[src/timer_consts.svh]
// Register offsets, field positions, reset values and counts of the up timer
`ifndef TIMER_CONSTS_SVH
`define TIMER_CONSTS_SVH

// ---------------------------------------------------------------
// Register byte offsets
// ---------------------------------------------------------------
`define OFS_CTRL      12'h000
`define OFS_CNT_LO    12'h004
`define OFS_CNT_HI    12'h008
`define OFS_CMP       12'h00c
`define OFS_STATUS    12'h010
`define OFS_MASK      12'h014
`define OFS_PWR       12'h018
`define OFS_CLKCFG    12'h01c
`define OFS_TRIG      12'h020

// ---------------------------------------------------------------
// Field positions
// ---------------------------------------------------------------
`define CTRL_RUN_LOW      0
`define CTRL_RUN_HIGH     1
`define CTRL_COUNT_MODE   2
`define CTRL_MAIN_LSB     3
`define CTRL_SUB_LSB      5
`define CTRL_WIDTH        7
`define STS_LOW_OVF       0
`define STS_HIGH_OVF      1
`define STS_WIDTH         2
`define PWR_DISABLE       0
`define PWR_DOWN          1
`define PWR_WIDTH         2
`define CLK_SEL           0
`define CLK_DIV_LSB       1
`define CLK_WIDTH         3
`define TRIG_SEL_LSB      0
`define TRIG_EDGE_LSB     3
`define TRIG_WIDTH        5

// ---------------------------------------------------------------
// Reset values
// ---------------------------------------------------------------
`define RST_CTRL      7'h00
`define RST_CNT       8'h00
`define RST_CMP       16'h0000
`define RST_STATUS    2'h0
`define RST_MASK      2'h0
`define RST_PWR       2'h0
`define RST_CLKCFG    3'h0
`define RST_TRIG      5'h00

// ---------------------------------------------------------------
// Counting limits
// ---------------------------------------------------------------
`define LOW5_MAX      5'h1f
`define BYTE_MAX      8'hff

`endif

[src/timer_pkg.sv]
// Types shared by the up timer and its edge detector
`default_nettype none
package timer_pkg;

   // Decoded operating mode, one-hot
   typedef enum logic [5:0] {
      MODE_13BIT   = 6'b000001,
      MODE_16BIT   = 6'b000010,
      MODE_TRIG    = 6'b000100,
      MODE_RELOAD  = 6'b001000,
      MODE_SPLIT   = 6'b010000,
      MODE_MEASURE = 6'b100000
   } mode_e;

   typedef struct packed {
      logic [1:0] sub_mode;
      logic [1:0] main_mode;
      logic       count_mode;
      logic       high_run_bit;
      logic       low_run_bit;
   } ctrl_s;

   typedef struct packed {
      logic [1:0] div;
      logic       low_power_sel;
   } clkcfg_s;

   typedef struct packed {
      logic [1:0] edge_sel;
      logic [2:0] source_sel;
   } trig_s;

   typedef struct packed {
      logic rise;
      logic fall;
   } edges_s;

endpackage : timer_pkg
`default_nettype wire
[src/edge_detect.sv]
// Rising and falling edge detector for a pclk-synchronous input
`timescale 1ns/1ns
`default_nettype none
module edge_detect
   import timer_pkg::*;
(
   input  wire logic    pclk,
   input  wire logic    presetn,
   input  wire logic    clear,
   input  wire logic    level,
   output var  edges_s  edges
);
   logic prev_q;

   // Clear keeps a stale level from faking an edge on wake-up
   always_ff @(posedge pclk or negedge presetn) begin
      if (!presetn) begin
         prev_q <= 1'b0;
      end else if (clear) begin
         prev_q <= level;
      end else begin
         prev_q <= level;
      end
   end

   always_comb begin
      edges.rise = level & ~prev_q & ~clear;
      edges.fall = ~level & prev_q & ~clear;
   end
endmodule : edge_detect
`default_nettype wire

[src/multimode_up_timer.sv]
// Multimode up-counting timer/counter with an APB register slave
//
// Behaviour
// - Count only upward over a 16-bit value built from two byte counters.
// - Six modes; clock source selectable between fast and low-power clock.
// - Timer operation steps once per prescaled period of the chosen clock.
// - Counter operation steps on each falling edge of the count input.
// - Prescaler divides the chosen clock by one, two, four or eight.
// - Undivided fast clock lets the count advance every pclk.
// - Counting starts from the loaded count and runs to a mode maximum; in trigger mode a trigger starts it from zero.
// - Separate low-byte and high-byte overflow interrupt sources.
// - Software low and high run bits start and stop counting.
// - Trigger mode adds hardware run control from on-chip trigger inputs.
// - 16-bit compare value raises the overflow flag on equality in trigger mode; reload and measure use its low byte.
// - Module disable bit set stops the whole timer.
// - Overflow sets its flag; interrupt only when its enable bit is set.
// - Split mode: low run bit drives low byte, high run bit high byte.
// - Power-down bit resets the timer and gates its clocking.
`timescale 1ns/1ns
`default_nettype none
`include "timer_consts.svh"
module multimode_up_timer
   import timer_pkg::*;
#(
   parameter int TRIG_WIDTH = 8
)(
   input  wire logic                  pclk,
   input  wire logic                  presetn,
   input  wire logic                  psel,
   input  wire logic                  penable,
   input  wire logic                  pwrite,
   input  wire logic [11:0]           paddr,
   input  wire logic [31:0]           pwdata,
   output logic      [31:0]           prdata,
   output logic                       pready,
   output logic                       pslverr,
   input  wire logic                  low_power_clock,
   input  wire logic                  slow_reference_clock,
   input  wire logic                  count_input,
   input  wire logic [TRIG_WIDTH-1:0] trigger_in,
   output logic                       irq
);

   // ---------------------------------------------------------------
   // Registers
   // ---------------------------------------------------------------
   ctrl_s                   ctrl_q;
   clkcfg_s                 clkcfg_q;
   trig_s                   trig_q;
   logic [7:0]              lo_q;
   logic [7:0]              hi_q;
   logic [7:0]              lo_d;
   logic [7:0]              hi_d;
   logic [15:0]             cmp_q;
   logic [15:0]             cmp_shadow_q;
   logic [`STS_WIDTH-1:0]   status_q;
   logic [`STS_WIDTH-1:0]   mask_q;
   logic [`PWR_WIDTH-1:0]   pwr_q;
   logic [2:0]              presc_q;
   logic                    active_q;
   logic [31:0]             prdata_q;
   logic                    pready_q;
   logic                    pslverr_q;
   logic                    irq_q;

   mode_e                   mode;
   logic                    bus_access;
   logic                    bus_wr;
   logic                    mapped;
   logic [31:0]             rd_value;
   logic                    halted;
   logic                    powered_down;
   logic                    src_tick;
   logic                    presc_tick;
   logic                    tick;
   logic [2:0]              presc_last;
   logic                    run_lo;
   logic                    run_hi;
   logic                    set_lo;
   logic                    set_hi;
   logic                    trig_event;
   logic                    trig_level;
   logic                    stop_active;
   logic [4:0]              lo5_inc;
   edges_s                  lp_edges;
   edges_s                  cnt_edges;
   edges_s                  ref_edges;
   edges_s                  trig_edges;

   // ---------------------------------------------------------------
   // Mode decode
   // ---------------------------------------------------------------
   always_comb begin
      unique case ({ctrl_q.main_mode, ctrl_q.sub_mode})
         4'b0000: mode = MODE_13BIT;
         4'b0100: mode = MODE_16BIT;
         4'b0101: mode = MODE_TRIG;
         4'b1000: mode = MODE_RELOAD;
         4'b1100: mode = MODE_SPLIT;
         4'b1110: mode = MODE_MEASURE;
         // Undefined codes fall back to the plain 16-bit counter
         default: mode = MODE_16BIT;
      endcase
   end

   assign halted       = pwr_q[`PWR_DISABLE] | pwr_q[`PWR_DOWN];
   assign powered_down = pwr_q[`PWR_DOWN];

   // ---------------------------------------------------------------
   // Input edges
   // ---------------------------------------------------------------
   assign trig_level = trigger_in[trig_q.source_sel];

   edge_detect u_lp_edge (
      .pclk    (pclk),
      .presetn (presetn),
      .clear   (halted),
      .level   (low_power_clock),
      .edges   (lp_edges)
   );

   edge_detect u_cnt_edge (
      .pclk    (pclk),
      .presetn (presetn),
      .clear   (halted),
      .level   (count_input),
      .edges   (cnt_edges)
   );

   edge_detect u_ref_edge (
      .pclk    (pclk),
      .presetn (presetn),
      .clear   (halted),
      .level   (slow_reference_clock),
      .edges   (ref_edges)
   );

   edge_detect u_trig_edge (
      .pclk    (pclk),
      .presetn (presetn),
      .clear   (halted),
      .level   (trig_level),
      .edges   (trig_edges)
   );

   // ---------------------------------------------------------------
   // Clock source and prescaler
   // ---------------------------------------------------------------
   // Fast module clock is pclk itself, so its source tick is constant
   assign src_tick   = clkcfg_q.low_power_sel ? lp_edges.rise : 1'b1;
   assign presc_last = 3'((4'h1 << clkcfg_q.div) - 4'h1);
   assign presc_tick = src_tick & (presc_q == presc_last);

   always_ff @(posedge pclk or negedge presetn) begin
      if (!presetn) begin
         presc_q <= 3'h0;
      end else if (halted) begin
         presc_q <= 3'h0;
      end else if (src_tick) begin
         presc_q <= (presc_q == presc_last) ? 3'h0 : 3'(presc_q + 3'h1);
      end
   end

   // Count input edges bypass the prescaler
   assign tick = ~halted & (ctrl_q.count_mode ? cnt_edges.fall
                                              : presc_tick);

   // ---------------------------------------------------------------
   // Trigger control
   // ---------------------------------------------------------------
   assign trig_event = (mode == MODE_TRIG) & ctrl_q.low_run_bit &
                       ((trig_q.edge_sel[0] & trig_edges.rise) |
                        (trig_q.edge_sel[1] & trig_edges.fall));

   always_ff @(posedge pclk or negedge presetn) begin
      if (!presetn) begin
         active_q     <= 1'b0;
         cmp_shadow_q <= `RST_CMP;
      end else if (halted) begin
         active_q     <= 1'b0;
      end else if (trig_event) begin
         active_q     <= 1'b1;
         // Compare is taken on the trigger so edits act next period
         cmp_shadow_q <= cmp_q;
      end else if (stop_active) begin
         active_q     <= 1'b0;
      end
   end

   // ---------------------------------------------------------------
   // Count next state
   // ---------------------------------------------------------------
   always_comb begin
      lo_d        = lo_q;
      hi_d        = hi_q;
      set_lo      = 1'b0;
      set_hi      = 1'b0;
      stop_active = 1'b0;
      run_lo      = ctrl_q.low_run_bit;
      run_hi      = ctrl_q.high_run_bit;
      lo5_inc     = 5'(lo_q[4:0] + 5'h01);
      unique case (mode)
         MODE_13BIT: begin
            if (run_lo && tick) begin
               lo_d[4:0] = lo5_inc;
               if (lo_q[4:0] == `LOW5_MAX) begin
                  set_lo = 1'b1;
                  hi_d   = 8'(hi_q + 8'h01);
                  set_hi = (hi_q == `BYTE_MAX);
               end
            end
         end
         MODE_16BIT: begin
            if (run_lo && tick) begin
               lo_d = 8'(lo_q + 8'h01);
               if (lo_q == `BYTE_MAX) begin
                  set_lo = 1'b1;
                  hi_d   = 8'(hi_q + 8'h01);
                  set_hi = (hi_q == `BYTE_MAX);
               end
            end
         end
         MODE_TRIG: begin
            if (trig_event) begin
               lo_d = `RST_CNT;
               hi_d = `RST_CNT;
            end else if (active_q && run_lo && tick) begin
               {hi_d, lo_d} = 16'({hi_q, lo_q} + 16'h0001);
               if ({hi_q, lo_q} == 16'hffff) begin
                  set_lo      = 1'b1;
                  stop_active = 1'b1;
               end else if (16'({hi_q, lo_q} + 16'h0001) == cmp_shadow_q) begin
                  set_lo      = 1'b1;
                  stop_active = 1'b1;
               end
            end
         end
         MODE_RELOAD: begin
            if (run_lo && tick) begin
               if (lo_q == `BYTE_MAX) begin
                  lo_d   = hi_q;
                  set_lo = 1'b1;
               end else begin
                  lo_d   = 8'(lo_q + 8'h01);
                  set_lo = (8'(lo_q + 8'h01) == cmp_q[7:0]);
               end
            end
         end
         MODE_SPLIT: begin
            if (run_lo && tick) begin
               lo_d   = 8'(lo_q + 8'h01);
               set_lo = (lo_q == `BYTE_MAX);
            end
            if (run_hi && tick) begin
               hi_d   = 8'(hi_q + 8'h01);
               set_hi = (hi_q == `BYTE_MAX);
            end
         end
         MODE_MEASURE: begin
            // Low byte counts reference edges, high byte the time between
            if (run_lo && ~halted && ref_edges.rise) begin
               lo_d   = 8'(lo_q + 8'h01);
               set_lo = (lo_q == `BYTE_MAX) |
                        (8'(lo_q + 8'h01) == cmp_q[7:0]);
            end
            if (run_hi && tick) begin
               hi_d   = 8'(hi_q + 8'h01);
               set_hi = (hi_q == `BYTE_MAX);
            end
         end
      endcase
   end

   // ---------------------------------------------------------------
   // APB slave
   // ---------------------------------------------------------------
   // One wait-free access phase: pready rises for the access cycle
   assign bus_access = psel & penable & pready_q;
   assign bus_wr     = bus_access & pwrite;

   always_comb begin
      mapped   = 1'b1;
      rd_value = 32'h0000_0000;
      unique case (paddr)
         `OFS_CTRL:   rd_value[`CTRL_WIDTH-1:0] = ctrl_q;
         `OFS_CNT_LO: rd_value[7:0]             = lo_q;
         `OFS_CNT_HI: rd_value[7:0]             = hi_q;
         `OFS_CMP:    rd_value[15:0]            = cmp_q;
         `OFS_STATUS: rd_value[`STS_WIDTH-1:0]  = status_q;
         `OFS_MASK:   rd_value[`STS_WIDTH-1:0]  = mask_q;
         `OFS_PWR:    rd_value[`PWR_WIDTH-1:0]  = pwr_q;
         `OFS_CLKCFG: rd_value[`CLK_WIDTH-1:0]  = clkcfg_q;
         `OFS_TRIG:   rd_value[`TRIG_WIDTH-1:0] = trig_q;
         default:     mapped                    = 1'b0;
      endcase
   end

   always_ff @(posedge pclk or negedge presetn) begin
      if (!presetn) begin
         pready_q  <= 1'b0;
         pslverr_q <= 1'b0;
         prdata_q  <= 32'h0000_0000;
      end else begin
         pready_q  <= psel & ~penable & ~pready_q;
         pslverr_q <= psel & ~penable & ~pready_q & ~mapped;
         if (psel && !penable && !pwrite) begin
            prdata_q <= rd_value;
         end
      end
   end

   // ---------------------------------------------------------------
   // Configuration registers
   // ---------------------------------------------------------------
   always_ff @(posedge pclk or negedge presetn) begin
      if (!presetn) begin
         ctrl_q   <= `RST_CTRL;
         cmp_q    <= `RST_CMP;
         mask_q   <= `RST_MASK;
         pwr_q    <= `RST_PWR;
         clkcfg_q <= `RST_CLKCFG;
         trig_q   <= `RST_TRIG;
      end else if (bus_wr) begin
         unique case (paddr)
            `OFS_CTRL:   ctrl_q   <= pwdata[`CTRL_WIDTH-1:0];
            `OFS_CMP:    cmp_q    <= pwdata[15:0];
            `OFS_MASK:   mask_q   <= pwdata[`STS_WIDTH-1:0];
            `OFS_PWR:    pwr_q    <= pwdata[`PWR_WIDTH-1:0];
            `OFS_CLKCFG: clkcfg_q <= pwdata[`CLK_WIDTH-1:0];
            `OFS_TRIG:   trig_q   <= pwdata[`TRIG_WIDTH-1:0];
            default: begin
            end
         endcase
      end
   end

   // ---------------------------------------------------------------
   // Count registers
   // ---------------------------------------------------------------
   // Software writes take priority over a hardware step
   always_ff @(posedge pclk or negedge presetn) begin
      if (!presetn) begin
         lo_q <= `RST_CNT;
         hi_q <= `RST_CNT;
      end else if (powered_down) begin
         lo_q <= `RST_CNT;
         hi_q <= `RST_CNT;
      end else begin
         lo_q <= (bus_wr && paddr == `OFS_CNT_LO) ? pwdata[7:0] : lo_d;
         hi_q <= (bus_wr && paddr == `OFS_CNT_HI) ? pwdata[7:0] : hi_d;
      end
   end

   // ---------------------------------------------------------------
   // Overflow flags and interrupt
   // ---------------------------------------------------------------
   always_ff @(posedge pclk or negedge presetn) begin
      if (!presetn) begin
         status_q <= `RST_STATUS;
      end else begin
         for (int i = 0; i < `STS_WIDTH; i++) begin
            if ((i == `STS_LOW_OVF && set_lo) ||
                (i == `STS_HIGH_OVF && set_hi)) begin
               status_q[i] <= 1'b1;
            end else if (bus_wr && paddr == `OFS_STATUS && pwdata[i]) begin
               status_q[i] <= 1'b0;
            end
         end
      end
   end

   always_ff @(posedge pclk or negedge presetn) begin
      if (!presetn) begin
         irq_q <= 1'b0;
      end else begin
         irq_q <= |(status_q & mask_q);
      end
   end

   // ---------------------------------------------------------------
   // Outputs
   // ---------------------------------------------------------------
   assign prdata  = prdata_q;
   assign pready  = pready_q;
   assign pslverr = pslverr_q;
   assign irq     = irq_q;

endmodule : multimode_up_timer
`default_nettype wire

[config.mk]
export PLATFORM = sky130hd
export DESIGN_NAME = multimode_up_timer
export DESIGN_NICKNAME = d
export VERILOG_FILES = /design/src/timer_pkg.sv /design/src/edge_detect.sv /design/src/multimode_up_timer.sv
export VERILOG_INCLUDE_DIRS = /design/src
export SDC_FILE = /design/constraint.sdc
export NUM_CORES = 1
export LEC_CHECK = 0
export ABC_AREA = 1
export BUFFER_PORTS_ARGS = -buffer_cell sky130_fd_sc_hd__buf_2
export CAP_MARGIN = 20
export CORE_UTILIZATION = 43
export CTS_BUF_LIST = sky130_fd_sc_hd__clkbuf_8
export DETAILED_ROUTE_END_ITERATION = 16
export PLACE_DENSITY = 0.76
export SYNTH_ARGS = -nofsm -noshare
export SYNTH_HDL_FRONTEND = slang
export SYNTH_SLANG_ARGS = --single-unit
[constraint.sdc]
create_clock -name pclk -period 2.14 [get_ports pclk]
set_clock_uncertainty 0.2 [all_clocks]
set_input_delay 0.428 -clock pclk [delete_from_list [all_inputs] [get_ports pclk]]
set_output_delay 0.428 -clock pclk [all_outputs]
set_load 0.01 [all_outputs]
# Yosys cells after proc, flatten, opt, wreduce, memory -nomap -nowiden
# Index checks and enable logic that the tools add are counted.
# word_totals
reg_bits	96
input_bits	60
out_inout_bits	35
elab_cells	207
# op_classes
n_addsub	6
order_cmp	1
n_eq_ne	36
shifts	1
muxes	63
bitwise_logic	35
reduce_logical	37
# ops
op	n
8-bit two-way mux	18
12-bit by 5-bit == test with 1-bit output, second input constant	4
8-bit one-hot mux with 4 select lines	1
6-bit one-hot mux with 5 select lines	1
1-bit two-way mux	29
4-bit inequality test, second input constant	7
5-bit one-hot mux with 5 select lines	1
12-bit by 4-bit == test with 1-bit output, second input constant	2
1-bit AND	22
2-bit one-hot mux with 9 select lines	1
16-bit by 1-bit adder with 16-bit output, second input constant	1
8-bit by 1-bit adder with 8-bit output, second input constant	2
16-bit == test	1
16-bit == test, second input constant	1
8-bit == test, second input constant	2
2-bit AND reduction	7
1-bit logical AND	13
12-bit by 3-bit == test with 1-bit output, second input constant	1
12-bit by 6-bit == test with 1-bit output, second input constant	1
4-bit == test, second input constant	3
12-bit logical NOT	1
1-bit one-hot mux with 6 select lines	2
3-bit one-hot mux with 4 select lines	1
6-bit nonzero test	2
34 further kinds	55

# Longest topological paths before layout
# logic_depth
ltp_word	14
ltp_mapped	17
mapped_depth_nobuf	16

# Hierarchy
# From an unflattened synthesis, not the netlist that was laid out.
# unflattened
cells_unflattened	893
hier_area_um2	6301.0
# modules_own_cells
mod	n_inst	cells_each	area_each_um2	seq_area_each_um2
multimode_up_timer	1	865	6110.9	2302.2
edge_detect	4	7	47.5	25.0

# Least setup slack after synthesis
# Ideal clock, no wire load.
# synth_timing
path_kind	flip-flop to flip-flop
startpoint	register lo_q[0]
endpoint	register active_q
setup_ps	126
arrival_ps	2001
t_required_ps	1814
slack_ps	-187
stages_incl_launch_ff	17
n_path_buf	0
period_less_slack_ps	2327
cell_sequence	dfrtp_1 -> ha_1 -> nand2_2 -> nor2_4 -> ha_1 -> xnor2_1 -> nand3_1 -> nor2_1 -> nand2_1 -> nor2_1 -> nand3_1 -> nor2_1 -> nand3_1 -> nand2_1 -> nand2_1 -> nand2_1 -> nand2_1
# synth_via
elab_chain_cells	8
elab_cells_between_ends	9
classes_between	add/sub: 1; eq/ne: 2; mux: 5; reduce/logical: 1
# synth_rtl
item	line	text
start: declaration	multimode_up_timer.sv:50	logic [7:0] lo_q;
start signal: assignment	multimode_up_timer.sv:343	lo_q <= `RST_CNT;
start signal: assignment	multimode_up_timer.sv:346	lo_q <= `RST_CNT;
start signal: assignment	multimode_up_timer.sv:349	lo_q <= (bus_wr && paddr == `OFS_CNT_LO) ? pwdata[7:0] : lo_d;
16-bit by 1-bit adder with 16-bit output	multimode_up_timer.sv:232	end else if (16'({hi_q, lo_q} + 16'h0001) == cmp_shadow_q) begin
16-bit == test	multimode_up_timer.sv:232	
1-bit two-way mux	multimode_up_timer.sv:232	
1-bit two-way mux *	multimode_up_timer.sv:229	if ({hi_q, lo_q} == 16'hffff) begin
1-bit two-way mux *	multimode_up_timer.sv:227	end else if (active_q && run_lo && tick) begin
1-bit two-way mux *	multimode_up_timer.sv:224	if (trig_event) begin
1-bit two-way mux *	multimode_up_timer.sv:202	unique case (mode)
3-bit nonzero test (no source line) *	--	
end signal: assignment	multimode_up_timer.sv:180	active_q <= 1'b0;
end signal: assignment	multimode_up_timer.sv:182	active_q <= 1'b1;
end signal: assignment	multimode_up_timer.sv:186	active_q <= 1'b0;
end: declaration	multimode_up_timer.sv:60	logic active_q;
# Mark *: on every way between the ends. The rest lies on a longest branch, timed or not.
# A chain may end at the register's enable or synchronous reset.

# Worst setup path after layout
# Same ends and word-level chain as after synthesis.

==> results.yml <==
outcome:
  status: "finished with violations"
  violations: "setup timing"
layout:
  nFillCells: 1301
  synthToLayoutAreaGrowth_pct: 24.3
  layout-drive-gt1-share_pct: 22.6
  fin_util_pct: 55.1
  nets: 1087
  diodes: 0
  multi_input_area_mm2: 0.00330
  register_area_mm2: 0.00241
power_and_ir_drop:
  p_sw_share_pct: 24.4
  irDropWorstVdd_mv: 0.464
  power_density_mw_per_mm2: 441
  net-switching-power_mw: 0.826
  power.share.clock_pct: 40.3
  p_leak_nw: 3.83
  seq_power_share_pct: 53.9
  comb_power_share_pct: 5.8
  intPower_mw: 2.56
  finalPower_mw: 3.38
timing:
  whs_ns: 0.0307
  fin_ws_ns: -0.230
  grt_setup_unrepaired: "yes"
  finalHoldViolCount: 0
  post-route-period-util_pct: 111
  fmax_ghz: 0.422
  drv_slew: 0
  setup_viol: 16
  fin_crit_ns: 2.37
floorplanning:
  die_y_um: 122
  initial_utilization_pct: 44.3
  ioPinCount: 95
  core-area_mm2: 0.0139
  dieArea_mm2: 0.0149
  die_x_um: 122
  rows: 43
job:
  drv_cap: 0
detailed_routing:
  routed_wl_mm: 18.0
  routed-via-count: 6313
  drt_iter0_markers: 475
  ant_nets: 0
  first_pass_iters: 5
  wire_per_inst_um: 14.9
  drc_errors: 0
  vias_per_cell: 5.23
global_routing:
  busiest_layer: "met2"
  gr-total-overflow: 0
  antenna_found_initial: 0
  grt_max_degree: 36
  use_met3_pct: 4.78
  grt_first_pass_wirelength_mm: 29.1
  grt_usage_pct: 25.8
  grt_pass1_vias: 5870
  grt.met1_usage_pct: 34.9
  grt_use_met2_pct: 40.0
clocking:
  h-tree-depth: 3
  clk_root_buffer_cell: "clkbuf_8"
  path_clk_slew_ns: 0.10
  cts_inserted_buffers: 9
  clock_latency_ns: 0.38
  cts_buffer_depth: 2
  tritoncts: "done"
  clock-sinks: 96
yosys:
  ys_seq_elements: 96
  syn_area_per_cell_um2: 7.09
  syn_area_mm2: 0.00618
  ys.flop_type: "dfrtp_1"
  synth_edf_count: 0
  async_reset_ff_share_pct: 100
  seq_area_frac_synth_pct: 38.9
  yosys_warnings: 0
  synthCells: 871
  ys_types: 46
setup_path:
  r2r_cells: 17
  worstPathArrival_ns: 2.45
  rrSetupSlack_ns: -0.23
  path_class: "reg -> reg"
  crit_fanout: 5
  crit_required_ns: 2.22
  crit_path_end_kind: "flop"
  start_kind: "flop"
placed_design:
  pre_cts_ws_ns: -0.285
  routabilityCongestion: 0.980
  port_buffers: 62
  dp_hpwl_mm: 13.9
worst_hold_path:
  hp-class: "in -> reg"
  holdPathStages: 2
-- per-stage QoR --
stage          cells  TNS [ns]  instance area (µm²)
3_5_place_dp    1183     -1.01                 7290
3_3_place_gp    1183    -0.504                 7290
2_1_floorplan    886   -0.0859                 6250
6_report        1207     -1.62                 7680
5_1_grt         1207     -4.06                 7680
4_1_cts         1206     -1.38                 7630
-- Yosys cell counts (2+ instances only) --
library cell	instances	area [µm²]
nand4_1	19	119
xnor2_1	2	17.5
dfrtp_1	96	2400
ha_1	5	62.6
inv_2	6	22.5
or2_0	2	12.5
clkbuf_1	13	48.8
o22ai_1	19	119
o21ai_1	2	10.0
nand3_1	62	310
a211oi_1	3	22.5
nor2_1	66	248
o21ai_0	87	435
buf_2	3	15.0
nand2_2	9	56.3
nand2_1	256	961
nand3b_1	9	67.6
inv_1	99	372
buf_6	2	22.5
buf_4	17	128
a31oi_1	5	31.3
o211ai_1	4	30.0
nor2_2	4	25.0
xor2_1	11	96.3
a21oi_1	23	115
o31ai_1	9	67.6
clkinv_1	4	15.0
nor2_4	3	33.8
nand3_4	2	35.0
nand2_4	3	33.8
nor3_1	6	30.0
nand3_2	2	20.0
o21ba_2	5	50.1
-- flip-flops by register name, summed over array words and instances, names as in the netlist, 2 cells and up --
name          flops
presc_q           3
cmp_q            16
cmp_shadow_q     16
mask_q            2
lo_q              8
status_q          2
ctrl_q            5
prdata           16
pwr_q             2
hi_q              8
clkcfg_q          3
trig_q            5
-- timing repair --
item,4_1_cts,5_1_grt
pin swaps,15,11
cloned,1,0
buffers inserted,2,2
setup endpoints to repair,18,29
gates resized for setup,12,17
endpoints found under the hold margin,26,0
hold buffers,4,0
-- cell type report --
class	count	area share, %
inverters	110	5.39
repair buffers	160	14.4
clock buffers	9	1.61
multi-input cells	645	43.0
flip-flops and latches	96	31.3
well taps	180	2.93
clock inverters	7	1.32
-- critical path, cell delays in order, from the launching register on --
cell and delay (ns):
dfrtp_2 0.45, buf_4 0.16, ha_1 0.19, nand2_1 0.11
nor2_1 0.06, buf_4 0.16, nand2_2 0.07, nand2_2 0.07
nand2_1 0.08, nand2_1 0.05, nor2_2 0.13, nand3_1 0.09
nor2_1 0.09, nand3_1 0.10, nand2_1 0.09, nand2_2 0.06
nand2_1 0.06, nand2_1 0.05
-- cells in the final DEF (no fill, tap or decap), types with 7 or more instances in the layout --
master / netlist / final
nand2_1: 256 / 248
inv_1: 99 / 99
dfrtp_1: 96 / 93
buf_4: 17 / 89
o21ai_0: 87 / 82
nor2_1: 66 / 64
nand3_1: 62 / 61
buf_2: 3 / 61
a21oi_1: 23 / 22
nand4_1: 19 / 19
o22ai_1: 19 / 19
nand2_2: 9 / 16
conb_1: 1 / 16
xor2_1: 11 / 11
o31ai_1: 9 / 9
nand3b_1: 9 / 9
clkbuf_8: 0 / 9
o21ai_1: 2 / 7
-- power by group through the flow --
stage	clock network [mW]	registers, mW	logic [mW]
6_report	1.36	1.82	0.195
3_3_place_gp	0	1.86	0.188
3_5_place_dp	0	1.86	0.188
2_1_floorplan	0	1.86	0.0852
5_1_grt	1.46	1.83	0.221
4_1_cts	1.39	1.82	0.196
-- kinds of logic after synthesis --
group,count (synthesis),share of synthesized area [%]
buffers and inverters,146,10.2
DFF,96,38.9
adders and majority gates,5,1.01
other,1,0.0607
xor gates and xnor gates,14,2.21
AOI/OAI and AO/OA,160,14.8
and+or+nand+nor,449,32.8
-- final timing paths --
path	endpoint	startpoint
setup reg to reg	active_q	lo_q[0]
max in group asynchronous	trig_q[3]	presetn
setup / recovery	active_q	lo_q[0]
min in group asynchronous	presc_q[1]	presetn
hold reg to reg	pready	pready
hold / removal	pready	penable
-- per-layer routing --
metal  vias to the layer above  wire (µm)
li1                       3111          -
met1                      2875       7800
met4                         0        557
met2                       280       8080
met5                         -          0
met3                        47       1600
Note: power is estimated with default switching activity, not from simulation.
